<file path="src/design/pars_pkg.sv">
// constants and types for the pixel array readout sequencer
// assumes a single clock and synchronous active-low reset at the top
//
// Behaviour
// - rolling shutter resets then reads each row
// - reset-to-read interval equal only for rows reset once readout runs; earlier rows reset one per cycle
// - new exposure applied only at frame start
// - global reset mode captures one frame, shutter
// - sequencing confined to programmed address window
// - output frame sized by output width, height
// - reset window is 2048 by 1536
// - column reverse reads last to first column
// - row reverse reads last to first row
// - colour phase follows orientation bits
// - odd increment accepts only 1, 3, 7
// - increment 3 gives two-by-two skipping
// - increment 7 gives four-by-four skipping
// - skipping visits addresses in adjacent pairs
package pars_pkg;
  localparam int ADDR_W = 12;
  localparam int INC_W  = 3;
  localparam logic [ADDR_W-1:0] X_START_RST = 12'h008;
  localparam logic [ADDR_W-1:0] Y_START_RST = 12'h008;
  localparam logic [ADDR_W-1:0] X_END_RST   = 12'h807;
  localparam logic [ADDR_W-1:0] Y_END_RST   = 12'h607;
  localparam logic [ADDR_W-1:0] X_SIZE_RST  = 12'h800;
  localparam logic [ADDR_W-1:0] Y_SIZE_RST  = 12'h600;
  localparam logic [INC_W-1:0]  INC_ONE   = 3'h1;
  localparam logic [INC_W-1:0]  INC_THREE = 3'h3;
  localparam logic [INC_W-1:0]  INC_SEVEN = 3'h7;
  localparam logic [ADDR_W-1:0] PAIR_STEP = 12'h001;
  localparam logic [1:0]        PHASE_RST = 2'h0;
  localparam logic [15:0]       EXPO_RST  = 16'h0010;
  typedef enum logic [2:0] {PARS_IDLE, PARS_ROW, PARS_GAP, PARS_SHUT, PARS_FLUSH} pars_state_t;
endpackage

</file>
<file path="src/design/pars_sequencer.sv">
// rolling-shutter readout sequencer: row reset and row read pointers, pixel stream
// assumes window values are stable while frameStart is low; controls from same clock
`timescale 1ns/10ps
module pars_sequencer
#(
  parameter int ADDR_W = pars_pkg::ADDR_W,
  parameter int INC_W  = pars_pkg::INC_W,
  parameter int PIX_W  = 10
)
(
  input  wire logic              clock,
  input  wire logic              rst_n,
  input  wire logic              streamEnable,
  input  wire logic              globalResetMode,
  input  wire logic              captureTrigger,
  input  wire logic              shutterDone,
  input  wire logic [15:0]       exposureLines,
  input  wire logic [ADDR_W-1:0] xAddrStart,
  input  wire logic [ADDR_W-1:0] xAddrEnd,
  input  wire logic [ADDR_W-1:0] yAddrStart,
  input  wire logic [ADDR_W-1:0] yAddrEnd,
  input  wire logic [ADDR_W-1:0] xOutputSize,
  input  wire logic [ADDR_W-1:0] yOutputSize,
  input  wire logic [INC_W-1:0]  xOddInc,
  input  wire logic [INC_W-1:0]  yOddInc,
  input  wire logic              columnReverse,
  input  wire logic              rowReverse,
  input  wire logic [PIX_W-1:0]  arrayData,
  input  wire logic              hostReady,
  output logic [ADDR_W-1:0]      arrayColumn,
  output logic [ADDR_W-1:0]      arrayReadRow,
  output logic [ADDR_W-1:0]      arrayResetRow,
  output logic                   rowResetStrobe,
  output logic                   rowReadStrobe,
  output logic                   globalResetPulse,
  output logic                   shutterOpen,
  output logic [PIX_W-1:0]       pixelData,
  output logic                   pixelValid,
  output logic                   lineStart,
  output logic                   frameStart,
  output logic [1:0]             colourPhase,
  output logic                   incSettingError
);
  // ***************************************
  // helpers
  // ***************************************
  function automatic logic incLegal(input logic [INC_W-1:0] inc);
    incLegal = (inc == pars_pkg::INC_ONE) || (inc == pars_pkg::INC_THREE) || (inc == pars_pkg::INC_SEVEN);
  endfunction

  // pairs: odd address jumps by increment, even steps by one; reversed, even address jumps and odd steps by one
  function automatic logic [ADDR_W-1:0] stepAddr(input logic [ADDR_W-1:0] a, input logic [INC_W-1:0] inc,
                                                 input logic down);
    logic [ADDR_W-1:0] fwd;
    fwd = (a[0] == down) ? pars_pkg::PAIR_STEP : ADDR_W'(inc);
    stepAddr = down ? (a - fwd) : (a + fwd);
  endfunction

  // first address of a walk: the high end when that axis runs reversed
  function automatic logic [ADDR_W-1:0] pickEdge(input logic [ADDR_W-1:0] low, input logic [ADDR_W-1:0] high,
                                                 input logic rev);
    pickEdge = rev ? high : low;
  endfunction

  // ***************************************
  // frame-latched settings
  // ***************************************
  pars_pkg::pars_state_t state;
  pars_pkg::pars_state_t next_state;
  logic [ADDR_W-1:0] fxs, fxe, fys, fye, fxSize, fySize;
  logic [INC_W-1:0]  fxInc, fyInc;
  logic              fColRev, fRowRev;
  logic [15:0]       fExpo;
  logic [15:0]       lineCount;
  logic [ADDR_W-1:0] colCount, rowsOut;
  logic              resetsDone;

  wire incOk        = incLegal(xOddInc) && incLegal(yOddInc);
  wire [INC_W-1:0] xIncUse = incLegal(xOddInc) ? xOddInc : pars_pkg::INC_ONE;
  wire [INC_W-1:0] yIncUse = incLegal(yOddInc) ? yOddInc : pars_pkg::INC_ONE;
  wire [ADDR_W-1:0] rowFirst = pickEdge(fys, fye, fRowRev);
  wire [ADDR_W-1:0] rowLast  = pickEdge(fye, fys, fRowRev);
  wire [ADDR_W-1:0] colFirst = pickEdge(fxs, fxe, fColRev);
  wire [ADDR_W-1:0] colLast  = pickEdge(fxe, fxs, fColRev);
  wire lineBeat     = (state == pars_pkg::PARS_ROW) && hostReady;
  wire lineEnd      = lineBeat && ((arrayColumn == colLast) || (colCount == fxSize - 12'h001));
  wire readPhase    = lineCount >= fExpo;
  wire frameEnd     = lineEnd && ((arrayReadRow == rowLast) || (rowsOut == fySize - 12'h001));
  wire startFrame   = (state == pars_pkg::PARS_IDLE) && streamEnable && !globalResetMode && incOk;
  wire startGlobal  = (state == pars_pkg::PARS_IDLE) && globalResetMode && captureTrigger && incOk;
  wire resetAdvance = (state == pars_pkg::PARS_ROW || state == pars_pkg::PARS_GAP) && lineStart && !resetsDone;
  wire shutterClose = (state == pars_pkg::PARS_SHUT) && shutterDone;

  // ***************************************
  // state sequencing
  // ***************************************
  always_comb
  begin
    next_state = state;
    unique case (state)
      pars_pkg::PARS_IDLE:
      begin
        if (startGlobal)
          next_state = pars_pkg::PARS_SHUT;
        else if (startFrame)
          next_state = pars_pkg::PARS_GAP;
      end
      pars_pkg::PARS_GAP:
      begin
        if (readPhase)
          next_state = pars_pkg::PARS_ROW;
      end
      pars_pkg::PARS_ROW:
      begin
        if (frameEnd)
          next_state = pars_pkg::PARS_FLUSH;
      end
      pars_pkg::PARS_SHUT:
      begin
        if (shutterDone)
          next_state = pars_pkg::PARS_ROW;
      end
      pars_pkg::PARS_FLUSH:
      begin
        next_state = pars_pkg::PARS_IDLE;
      end
      default:
        next_state = pars_pkg::PARS_IDLE;
    endcase
  end

  always_ff @(posedge clock)
  begin
    if (!rst_n)
      state <= pars_pkg::PARS_IDLE;
    else
      state <= next_state;
  end

  // settings change only between frames so a frame is uniform
  always_ff @(posedge clock)
  begin
    if (!rst_n)
    begin
      fxs <= pars_pkg::X_START_RST;
      fxe <= pars_pkg::X_END_RST;
      fys <= pars_pkg::Y_START_RST;
      fye <= pars_pkg::Y_END_RST;
      fxSize <= pars_pkg::X_SIZE_RST;
      fySize <= pars_pkg::Y_SIZE_RST;
      fxInc <= pars_pkg::INC_ONE;
      fyInc <= pars_pkg::INC_ONE;
      fColRev <= 1'b0;
      fRowRev <= 1'b0;
      fExpo <= pars_pkg::EXPO_RST;
    end
    else if (startFrame || startGlobal)
    begin
      fxs <= xAddrStart;
      fxe <= xAddrEnd;
      fys <= yAddrStart;
      fye <= yAddrEnd;
      fxSize <= xOutputSize;
      fySize <= yOutputSize;
      fxInc <= xIncUse;
      fyInc <= yIncUse;
      fColRev <= columnReverse;
      fRowRev <= rowReverse;
      fExpo <= exposureLines;
    end
  end

  // ***************************************
  // row pointers: reset leads read by a fixed count
  // ***************************************
  wire holdPointers = (state == pars_pkg::PARS_IDLE) || (state == pars_pkg::PARS_SHUT);
  wire readRowLoad  = (state == pars_pkg::PARS_GAP) && readPhase;
  wire [ADDR_W-1:0] resetRowFirst = pickEdge(yAddrStart, yAddrEnd, rowReverse);

  // reset pointer runs ahead of the read pointer by the exposure count plus two row steps
  always_ff @(posedge clock)
  begin
    if (!rst_n)
    begin
      arrayResetRow <= '0;
      resetsDone <= 1'b0;
    end
    else if (holdPointers)
    begin
      arrayResetRow <= startFrame ? resetRowFirst : arrayResetRow;
      resetsDone <= state == pars_pkg::PARS_SHUT;
    end
    else if (resetAdvance)
    begin
      resetsDone <= arrayResetRow == rowLast;
      arrayResetRow <= stepAddr(arrayResetRow, fyInc, fRowRev);
    end
  end

  always_ff @(posedge clock)
  begin
    if (!rst_n || holdPointers)
      lineCount <= '0;
    else if (lineStart)
      lineCount <= lineCount + 16'h0001;
  end

  always_ff @(posedge clock)
  begin
    if (!rst_n)
    begin
      arrayReadRow <= '0;
      rowsOut <= '0;
    end
    else if (holdPointers || readRowLoad)
    begin
      arrayReadRow <= rowFirst;
      rowsOut <= '0;
    end
    else if (lineEnd)
    begin
      arrayReadRow <= stepAddr(arrayReadRow, fyInc, fRowRev);
      rowsOut <= rowsOut + 12'h001;
    end
  end

  always_ff @(posedge clock)
  begin
    if (!rst_n)
    begin
      arrayColumn <= '0;
      colCount <= '0;
    end
    else if (holdPointers || readRowLoad)
    begin
      arrayColumn <= colFirst;
      colCount <= '0;
    end
    else if (lineBeat)
    begin
      arrayColumn <= lineEnd ? colFirst : stepAddr(arrayColumn, fxInc, fColRev);
      colCount <= lineEnd ? '0 : colCount + 12'h001;
    end
  end

  // ***************************************
  // strobes and pixel stream
  // ***************************************
  wire [ADDR_W-1:0] firstColumn = pickEdge(xAddrStart, xAddrEnd, columnReverse);

  always_ff @(posedge clock)
  begin
    if (!rst_n)
    begin
      pixelData <= '0;
      pixelValid <= 1'b0;
    end
    else
    begin
      pixelData <= lineBeat ? arrayData : pixelData;
      pixelValid <= lineBeat;
    end
  end

  always_ff @(posedge clock)
  begin
    if (!rst_n)
    begin
      lineStart <= 1'b0;
      frameStart <= 1'b0;
      rowReadStrobe <= 1'b0;
    end
    else
    begin
      lineStart <= (state == pars_pkg::PARS_GAP) || lineEnd;
      frameStart <= readRowLoad || shutterClose;
      rowReadStrobe <= lineEnd;
    end
  end

  // shutter control for single-frame capture
  always_ff @(posedge clock)
  begin
    if (!rst_n)
    begin
      globalResetPulse <= 1'b0;
      shutterOpen <= 1'b0;
    end
    else
    begin
      globalResetPulse <= startGlobal;
      shutterOpen <= (state == pars_pkg::PARS_SHUT) && !shutterDone;
    end
  end

  // parity of the first output pixel gives the colour order
  always_ff @(posedge clock)
  begin
    if (!rst_n)
    begin
      colourPhase <= pars_pkg::PHASE_RST;
      incSettingError <= 1'b0;
    end
    else
    begin
      colourPhase <= {resetRowFirst[0], firstColumn[0]};
      incSettingError <= !incOk;
    end
  end

  assign rowResetStrobe = resetAdvance;
endmodule

</file>
<file path="config.mk">
export PLATFORM = sky130hd
export DESIGN_NAME = pars_sequencer
export DESIGN_NICKNAME = d
export VERILOG_FILES = /design/src/design/pars_pkg.sv /design/src/design/pars_sequencer.sv
export SDC_FILE = /design/constraint.sdc
export NUM_CORES = 1
export LEC_CHECK = 0
export ABC_AREA = 1
export ABC_CLOCK_PERIOD_IN_PS = 3600
export BUFFER_PORTS_ARGS = -buffer_cell sky130_fd_sc_hd__buf_2
export CAP_MARGIN = 20
export CORE_MARGIN = 2
export CORE_UTILIZATION = 45
export CTS_CLUSTER_SIZE = 20
export DETAILED_ROUTE_END_ITERATION = 7
export MAX_ROUTING_LAYER = met4
export PLACE_DENSITY = 0.69
export SYNTH_ARGS = -nofsm -noshare
export SYNTH_HDL_FRONTEND = slang
export SYNTH_SLANG_ARGS = --single-unit
</file>
<file path="constraint.sdc">
create_clock -name clock -period 3.6 [get_ports clock]
set_input_delay 0.36 -clock clock [delete_from_list [all_inputs] [get_ports clock]]
set_output_delay 0.36 -clock clock [all_outputs]
set_load 0.01 [all_outputs]
</file>
==> flow_metrics.tcl, run 1 <==
set metrics [dict create \
    status "finished clean" \
    netlist.top_cell.by_area "dfxtp_1" \
    antenna_left 0 \
    die_x_um 164 \
    fillers 2541 \
    wl_met2_um 15000 \
    cp_slowest_stage_delay_ns 0.50 \
    fin_nets 1997 \
    placedCellCount 2135 \
    synth-seq-cells 195 \
    htree_levels 4 \
    dr.pass1.iters 7 \
    finalHoldViolations 0 \
    drv_cap 0 \
    ys_top_cells_by_area "dfxtp_1, nand2_1, o21ai_0, a21oi_1, ha_1" \
    rsz0062_at_grt "false" \
    cp-start-kind "register" \
    start_util_pct 45.7 \
    synth_seq_area_share_pct 34.0 \
    ys_types 46 \
    max-vdd-ir-drop_uv 315 \
    fin_util_pct 52.2 \
    clock_latency_ns 0.44 \
    numCtsBuffers 17 \
    tightestPinTransition_ns 0.670 \
    leakage_nw 6.10 \
    instances_no_fill 2167 \
    drt-vias-per-instance 5.18 \
    hold_class "in2reg" \
    crit_top_cell "nand2_1" \
    finalCriticalPeriod_ns 3.18 \
    crit_slowest_cell "dfxtp_1" \
    die-area_mm2 0.0268 \
    antenna_found_initial 0 \
    track_usage_pct 24.7 \
    end_kind "register" \
    core_area_mm2 0.0251 \
    yosysWarnings 0 \
    routed_wl_um 32100 \
    whs_ns 0.144 \
    syn-mean-instance-area_um2 6.80 \
    synthToLayoutAreaGrowth_pct 14.3 \
    hold_buffers 0 \
    gp_congestion 0.918 \
    setup_viol 0 \
    grt_pass1_wl_um 51900 \
    arrival_ns 3.54 \
    post-dp-hpwl_um 24000 \
    postCtsSetupBuffers 0 \
    wl_met3_um 1660 \
    post_drt_wl_per_cell_um 14.8 \
    fin_setup_tns_ns 0 \
    die_h_um 164 \
    crit_path_max_fanout 10 \
    n_antenna_cell 0 \
    synth_top_area_share_pct 34.0 \
    grt_pass1_vias 10400 \
    port_buffers 168 \
    io_pins 169 \
    slew_violations 0 \
    netlist_area_mm2 0.0115 \
    num_rows 58 \
    drtIter0Drc 773 \
    synth_nets 1860 \
    wl_met1_um 14500 \
    clk_pin_slew_worst_paths_ns 0.08 \
    period_share_pct 88.2 \
    cts_root_buf "clkbuf_16" \
    post-route-drc-count 0 \
    cts_buffer_depth 2 \
    final_cell_mix "nand2_1, o21ai_0, dfxtp_1" \
    power_density_mw_per_mm2 498 \
    final_common_cell "nand2_1" \
    fin_skew_ns 0.0160 \
    cts_tree "done" \
    slew-limit-headroom_pct 55.4 \
    grt_overflow 0 \
    syn-instance-count 1687 \
    cts.repair.resized 0 \
    top_layer_used "met4" \
    layout-drive-gt1-share_pct 13.7 \
    cts.sinks 195 \
    crit_chain "buf_4, nor2_1, nor2_1, nand2_1, ha_1, ha_1, nand2_1, o21ai_0, inv_1, ha_1, nand3_1, nand2_1, a31oi_1, o21ai_0, nand2_1, nand2_1, nand2_1, nand3b_1, nand3_1, a21oi_1" \
    num_vias 11200 \
    register_area_mm2 0.00390 \
    required_ns 3.97 \
    multi_input_area_mm2 0.00654 \
    max_freq_mhz 315 \
    worstSetupPathType "reg2reg" \
    grt_max_degree 72 \
]
==> kinds of logic (layout without fill, tap and decap cells) <==
| kind of cell | count (synthesis) | count (layout) | synth area share [%] |
|---|---|---|---|
| AOI/OAI and AO/OA | 412 | 412 | 18.7 |
| xor gates and xnor gates | 81 | 81 | 6.18 |
| adders and majority gates | 60 | 60 | 6.74 |
| buffers and inverters | 258 | 408 | 9.03 |
| DFF | 195 | 195 | 34.0 |
| muxes | 1 | 1 | 0.0873 |
| and+or+nand+nor | 680 | 680 | 25.3 |
==> flip-flops by register name, summed over array words and instances (netlist names), 10 cells and up <==
signal,cells
rowsOut,12
arrayColumn,12
fye,12
lineCount,16
colCount,12
fxe,12
fxs,12
fys,12
fxSize,12
fExpo,16
fySize,12
pixelData,10
arrayReadRow,12
arrayResetRow,12
==> per-stage QoR <==
stage / power (mW) / cell area, um2 / worst slack (ns)
3_5_place_dp: 4.68 / 12500 / 0.482
3_3_place_gp: 4.64 / 12500 / 0.563
2_1_floorplan: 4.02 / 11500 / 0.647
4_1_cts: 6.57 / 13100 / 0.463
6_report: 6.53 / 13100 / 0.424
5_1_grt: 6.95 / 13100 / 0.100
==> metal layers <==
| layer | vias up | global-route usage [%] |
|---|---|---|
| met5 | - | - |
| met4 | 0 | 8.89 |
| met3 | 51 | 3.38 |
| met2 | 306 | 40.4 |
| met1 | 5063 | 31.3 |
| li1 | 5804 | - |
==> path summary, 6_finish.rpt <==
| path | cells after the start | start | to | slack (ns) |
|---|---|---|---|---|
| worst min register to register | 2 | fExpo[2]$_SDFFE_PN0P_ | fExpo[2]$_SDFFE_PN0P_ | 0.47 |
| worst min-delay path | 3 | yOutputSize[9] | fySize[9]$_SDFFE_PN1P_ | 0.14 |
| worst max-delay path | 20 | fRowRev$_SDFFE_PN0P_ | arrayResetRow[10]$_SDFFE_PN0P_ | 0.42 |
| worst max register to register | 20 | fRowRev$_SDFFE_PN0P_ | arrayResetRow[10]$_SDFFE_PN0P_ | 0.42 |
==> synthesized netlist by cell type (all sizes together) <==
| cell | n |
|---|---|
| inv | 188 |
| nor3b | 5 |
| a221oi | 2 |
| a21oi | 165 |
| o2111ai | 2 |
| nand2 | 334 |
| xnor2 | 26 |
| o22ai | 4 |
| a31oi | 4 |
| o21a | 2 |
| and2 | 1 |
| nor2 | 181 |
| nand3b | 4 |
| o31ai | 2 |
| clkinv | 4 |
| or2 | 14 |
| mux2i | 1 |
| and3 | 4 |
| o21bai | 1 |
| fa | 3 |
| buf | 19 |
| a21o | 2 |
| clkbuf | 47 |
| a211oi | 3 |
| a311oi | 1 |
| o21ai | 215 |
| dfxtp | 195 |
| nor3 | 25 |
| o211ai | 7 |
| a31o | 2 |
| xor2 | 55 |
| ha | 57 |
| nor4 | 5 |
| nand4 | 20 |
| nand3 | 87 |
==> area by class of cell <==
class	instances	share of cell area, %
multi-input combinational	1234	49.8
sequential	195	29.8
timing repair buffer	184	7.35
inverter	192	5.51
clock buffer	17	3.24
tap	330	3.15
clock inverter	15	1.14
==> report_power, final <==
part	internal [mW]	switching, mW	total, mW
clock	0.974	0.936	1.91
sequential	2.36	0.226	2.59
combinational	0.745	1.29	2.04
==> critical path, delay by kind of cell (launching register included) <==
family	cells	cell delay (ns)
AO/OA/AOI/OAI	4	0.57
adder cells (fa/ha/maj)	3	0.82
buffers and inverters	2	0.28
flip-flops	1	0.50
AND/OR/NAND/NOR	11	0.94
No activity file was read; power rests on OpenSTA's default activity.
==> run 2, diff against run 1 <==
--- a/config.mk
+++ b/config.mk
@@ -5,7 +5,6 @@
 export SDC_FILE = /design/constraint.sdc
 export NUM_CORES = 1
 export LEC_CHECK = 0
-export ABC_AREA = 1
 export ABC_CLOCK_PERIOD_IN_PS = 3600
 export BUFFER_PORTS_ARGS = -buffer_cell sky130_fd_sc_hd__buf_2
 export CAP_MARGIN = 20
==> flow_metrics.tcl, run 2 <==
set metrics [dict create \
    post-route-drc-count 0 \
    leakage_nw 5.55 \
    synthToLayoutAreaGrowth_pct 16.7 \
    synth.top_cells.by_count "nand2_1, dfxtp_1, a21oi_1, nor2_1, xor2_1" \
    numCtsBuffers 17 \
    synth-edff-count 0 \
    grt_pass1_vias 10000 \
    cts_buffer_depth 2 \
    hold_buffers 0 \
    fillers 2430 \
    postCtsSetupBuffers 0 \
    die-area_mm2 0.0267 \
    io_pins 169 \
    crit_path_max_fanout 5 \
    slew_violations 0 \
    grt_overflow 0 \
    final_cell_area_mm2 0.0134 \
    cts_tree "done" \
    syn-instance-count 1434 \
    async_reset_ff_share_pct 0 \
    period_share_pct 95.9 \
    finalCriticalPeriod_ns 3.45 \
    netlist.top_cell.by_area "dfxtp_1" \
    yosysWarnings 0 \
    cts_root_buf "clkbuf_16" \
    htree_levels 4 \
    core_area_mm2 0.0251 \
    drv_cap 0 \
    grt_max_degree 46 \
    synth_seq_area_share_pct 34.1 \
    start_util_pct 45.6 \
    die_h_um 163 \
    top_regs "fExpo x16, lineCount x16" \
    arrival_ns 3.81 \
    synthFlopType "dfxtp_1" \
    worstSetupPathType "reg2reg" \
    required_ns 3.95 \
    port_buffers 168 \
    final_cell_mix "nand2_1, dfxtp_1, buf_2" \
    antenna_left 0 \
    ys_top_cells_by_area "dfxtp_1, nand2_1, a21oi_1, ha_1, mux2i_1" \
    grt_pass1_wl_um 49500 \
    routed_wl_um 30900 \
    post-dp-hpwl_um 22800 \
    finalHoldViolations 0 \
    gp_congestion 0.899 \
    yosysMostFrequentCell "nand2_1" \
    layout-drive-gt1-share_pct 18.2 \
    placed_area_mm2 0.0127 \
    clock_latency_ns 0.44 \
    num_rows 58 \
    max-vdd-ir-drop_uv 256 \
    whs_ns 0.142 \
    dr.pass1.iters 5 \
    fin_nets 1750 \
    netlist_area_mm2 0.0114 \
    status "finished clean" \
    drtIter0Drc 556 \
    post_drt_wl_per_cell_um 16.1 \
    num_vias 10500 \
    ys_types 71 \
    die_x_um 163 \
    synth_nets 1607 \
    syn-mean-instance-area_um2 7.98 \
    fin_skew_ns 0.0146 \
    rsz0062_at_grt "true" \
    cts.sinks 195 \
    end_kind "register" \
    final_common_cell "nand2_1" \
    slew-limit-headroom_pct 50.9 \
    clk_pin_slew_worst_paths_ns 0.07 \
    track_usage_pct 23.6 \
    tightestPinTransition_ns 0.734 \
    hold_class "in2reg" \
    synth_top_area_share_pct 34.1 \
    power_density_mw_per_mm2 360 \
    cp-start-kind "register" \
    drt-vias-per-instance 5.48 \
    max_freq_mhz 290 \
    antenna_found_initial 1 \
    synth-seq-cells 195 \
    setup_viol 0 \
]
==> run 2: changes by cell type after synthesis, moves of 18 or more <==
| cell | before | now |
|---|---|---|
| mux2i_1 | 1 | 63 |
| nor2_1 | 174 | 96 |
| xnor2_1 | 26 | 51 |
| o21ai_0 | 209 | 32 |
| nand3_1 | 86 | 34 |
| nand2_1 | 329 | 279 |
| a21oi_1 | 165 | 145 |
| nor2b_1 | 0 | 18 |
| inv_1 | 184 | 39 |
==> run 2: area by class of cell <==
class	instances	area [um2]	share of cell area [%]
multi-input combinational	1124	7190	53.8
sequential	195	3920	29.3
timing repair buffer	199	1090	8.13
clock buffer	20	447	3.35
tap	330	413	3.09
inverter	40	151	1.13
clock inverter	12	150	1.12
antenna	1	2.50	0.0187
==> run 2: final timing paths <==
check / endpoint / slack [ns] / depth (start not counted) / from
max: arrayColumn[11]$_SDFFE_PN0P_ / 0.15 / 16 / arrayColumn[0]$_SDFFE_PN0P_
min: fxe[11]$_SDFFE_PN1P_ / 0.14 / 3 / xAddrEnd[11]
min reg2reg: pixelData[1]$_SDFFE_PN0P_ / 0.46 / 2 / pixelData[1]$_SDFFE_PN0P_
max reg2reg: arrayColumn[11]$_SDFFE_PN0P_ / 0.15 / 16 / arrayColumn[0]$_SDFFE_PN0P_
==> run 2: kinds of logic after synthesis <==
| group | Yosys count | synth area share [%] |
|---|---|---|
| AO/OA/AOI/OAI | 287 | 15.6 |
| XOR/XNOR | 117 | 8.95 |
| adder cells (fa/ha/maj) | 60 | 6.76 |
| buffers and inverters | 115 | 4.14 |
| flip-flops | 195 | 34.1 |
| multiplexers | 81 | 7.28 |
| AND/OR/NAND/NOR | 579 | 23.1 |
==> run 2: what timing repair did <==
action,CTS,global route
setup endpoints to repair,0,4
resized for setup,0,13
endpoints found under the hold margin,0,0
==> run 2: routing by layer <==
metal	global-route usage, %	wire length (um)	up-vias
li1	-	-	5273
met1	29.9	14300	4962
met4	6.58	593	0
met3	4.24	1420	45
met2	38.7	14600	248
met5	-	0	-
==> run 2: power by group <==
| group | switching, mW | total, mW | internal (mW) |
|---|---|---|---|
| registers | 0.0600 | 2.27 | 2.21 |
| clock network | 0.898 | 1.96 | 1.06 |
| logic | 0.327 | 0.577 | 0.251 |
==> run 2: stage by stage <==
step / power, mW / instances / TNS [ns] / setup WS (ns) / utilization [%]
2_1_floorplan: 2.68 / 1434 / 0 / 0.00373 / -
3_3_place_gp: 2.87 / 1888 / 0 / 0.123 / 50.6
3_5_place_dp: 2.89 / 1888 / 0 / 0.102 / 50.6
4_1_cts: 4.83 / 1920 / 0 / 0.0383 / 53.0
5_1_grt: 5.00 / 1921 / -0.110 / -0.0593 / 53.2
6_report: 4.80 / 1921 / 0 / 0.146 / 53.2
==> run 2: critical path: stages (launching register included) <==
cell and delay, ns:
dfxtp_4 0.36, xor2_4 0.19, nor2b_4 0.13, ha_1 0.18
ha_1 0.27, nor2b_1 0.13, a31oi_1 0.17, ha_1 0.27
buf_4 0.15, and3_1 0.18, a21oi_2 0.15, and3_4 0.21
nor3_2 0.05, and3b_1 0.23, nor3_1 0.06, or4_1 0.47
a31oi_1 0.16
==> run 3, diff against run 2 <==
--- a/config.mk
+++ b/config.mk
@@ -8,12 +8,14 @@
 export ABC_CLOCK_PERIOD_IN_PS = 3600
 export BUFFER_PORTS_ARGS = -buffer_cell sky130_fd_sc_hd__buf_2
 export CAP_MARGIN = 20
+export CORE_ASPECT_RATIO = 0.9
 export CORE_MARGIN = 2
 export CORE_UTILIZATION = 45
 export CTS_CLUSTER_SIZE = 20
 export DETAILED_ROUTE_END_ITERATION = 7
 export MAX_ROUTING_LAYER = met4
 export PLACE_DENSITY = 0.69
+export SKIP_CTS_REPAIR_TIMING = 1
 export SYNTH_ARGS = -nofsm -noshare
 export SYNTH_HDL_FRONTEND = slang
 export SYNTH_SLANG_ARGS = --single-unit
==> flow_metrics.tcl, run 3 (same netlist as run 2, synthesis figures left out) <==
set metrics [dict create \
    status "finished clean" \
    cp-start-kind "register" \
    die_x_um 172 \
    layout-drive-gt1-share_pct 17.9 \
    period_share_pct 95.9 \
    cts_root_buf "clkbuf_16" \
    required_ns 3.94 \
    crit_chain "xor2_4, nor2b_4, ha_1, ha_1, nor2b_1, a31oi_1, ha_1, buf_4, and3_1, a21oi_2, and3_4, nor3_2, and3b_2, nor3_1, or4_1, a31oi_1" \
    drv_cap 0 \
    die-area_mm2 0.0267 \
    cts_tree "done" \
    track_usage_pct 23.2 \
    max-vdd-ir-drop_uv 237 \
    setup_viol 0 \
    crit-reg2reg-launch "arrayColumn[0]$_SDFFE_PN0P_" \
    register_area_mm2 0.00391 \
    antenna_left 0 \
    numCtsBuffers 17 \
    worstHoldEndpoint "fySize[10]$_SDFFE_PN1P_" \
    tightestPinTransition_ns 0.721 \
    core_area_mm2 0.0250 \
    cp_slowest_stage_delay_ns 0.48 \
    drt-vias-per-instance 5.45 \
    seq_power_share_pct 45.2 \
    clock_latency_ns 0.43 \
    crit_path_max_fanout 5 \
    leakage_nw 5.57 \
    dr.pass1.iters 5 \
    fin_skew_ns 0.0144 \
    critPathTopFamily "simple AND/OR/NAND/NOR gates" \
    multi_input_area_mm2 0.00718 \
    arrival_ns 3.80 \
    post-route-drc-count 0 \
    post-dp-hpwl_um 22400 \
    routed_wl_um 30400 \
    finalCriticalPeriod_ns 3.45 \
    port_buffers 168 \
    final_common_cell "nand2_1" \
    pwr-share-comb_pct 11.5 \
    crit_top_cell "ha_1" \
    num_rows 55 \
    num_vias 10500 \
    io_pins 169 \
    fin_total_pwr_mw 5.01 \
    post_drt_wl_per_cell_um 15.8 \
    crit_slowest_cell "or4_1" \
    cts_buffer_depth 2 \
    critPathBufInv 1 \
    slew-limit-headroom_pct 51.7 \
    r2r_cells 16 \
    grt_max_degree 80 \
    worstSetupPathType "reg2reg" \
    synthToLayoutAreaGrowth_pct 17.2 \
    fillers 2441 \
    whs_ns 0.151 \
    antenna_found_initial 0 \
    gp_congestion 0.891 \
    slew_violations 0 \
    htree_levels 4 \
    placed_area_mm2 0.0127 \
    hold_class "in2reg" \
    cts.sinks 195 \
    clkPwrFrac_pct 43.3 \
    drtIter0Drc 561 \
    power_density_mw_per_mm2 374 \
    sw_frac_of_total_pct 25.1 \
    whs_path_depth 3 \
    finalHoldViolations 0 \
    die_h_um 155 \
    fin_util_pct 53.5 \
    netSwitchingPower_mw 1.26 \
    top_regs "fExpo x16, lineCount x16" \
    r2r_slack_ns 0.15 \
    clk_pin_slew_worst_paths_ns 0.07 \
    start_util_pct 45.7 \
    n_antenna_cell 0 \
    fin_nets 1746 \
    grt_pass1_vias 9715 \
    final_cell_mix "nand2_1, dfxtp_1, buf_2" \
    grt_overflow 0 \
    grt_pass1_wl_um 48800 \
    r2r_end "arrayColumn[11]$_SDFFE_PN0P_" \
    max_freq_mhz 290 \
    internal_power_mw 3.76 \
    final_cell_area_mm2 0.0134 \
    end_kind "register" \
    hp-start "yOutputSize[10]" \
]
[run 3: cell count changes in the layout (fill, tap and decap cells not counted), sizes merged]
cell and delta:
clkbuf +2, inv -1, bufinv +3, diode -1, clkinvlp +1, buf -4, clkinv -5
[run 3: area by class of cell]
type / instances / area share, %
Timing Repair Buffer: 195 / 7.97
Tap cell: 342 / 3.19
Sequential cell: 195 / 29.2
Clock buffer: 22 / 3.54
Clock inverter: 10 / 1.45
Inverter: 40 / 1.13
Multi-Input combinational cell: 1124 / 53.6
[run 3: worst max-delay path by stage]
stage	from	to	slack [ns]	cells after the start
detailed placement	fColRev$_SDFFE_PN0P_	arrayColumn[10]$_SDFFE_PN0P_	0.06	15
floorplan	fColRev$_SDFFE_PN0P_	arrayColumn[10]$_SDFFE_PN0P_	0.004	17
global route	fRowRev$_SDFFE_PN0P_	arrayReadRow[10]$_SDFFE_PN0P_	-0.003	14
CTS	fColRev$_SDFFE_PN0P_	arrayColumn[10]$_SDFFE_PN0P_	0.04	15
global placement	fColRev$_SDFFE_PN0P_	arrayColumn[10]$_SDFFE_PN0P_	0.14	15
finish	arrayColumn[0]$_SDFFE_PN0P_	arrayColumn[11]$_SDFFE_PN0P_	0.15	16
[run 3: routing by layer]
layer / routed length, um / GRT usage [%] / vias to the layer above
met3: 1440 / 3.18 / 34
met4: 631 / 6.40 / 0
li1: - / - / 5271
met2: 14000 / 37.7 / 255
met5: 0 / - / -
met1: 14400 / 30.4 / 4942
[run 3: power groups by stage]
| stage | clock network [mW] | registers [mW] | logic, mW |
|---|---|---|---|
| 4_1_cts | 2.20 | 2.27 | 0.576 |
| 3_3_place_gp | 0 | 2.32 | 0.562 |
| 5_1_grt | 2.29 | 2.27 | 0.639 |
| 6_report | 2.17 | 2.27 | 0.577 |
| 2_1_floorplan | 0 | 2.31 | 0.375 |
| 3_5_place_dp | 0 | 2.32 | 0.571 |
[run 3: tightest hold or removal path, cell delays in order]
cell	delay (ns)
buf_2	0.08
nand2_1	0.04
nand3_1	0.06
[run 3: metrics by stage]
step,setup TNS [ns],worst slack [ns],std cells
2_1_floorplan,0,0.00373,1434
3_5_place_dp,0,0.0575,1895
5_1_grt,-0.00300,-0.00300,1928
6_report,0,0.149,1928
3_3_place_gp,0,0.136,1895
4_1_cts,0,0.0389,1927
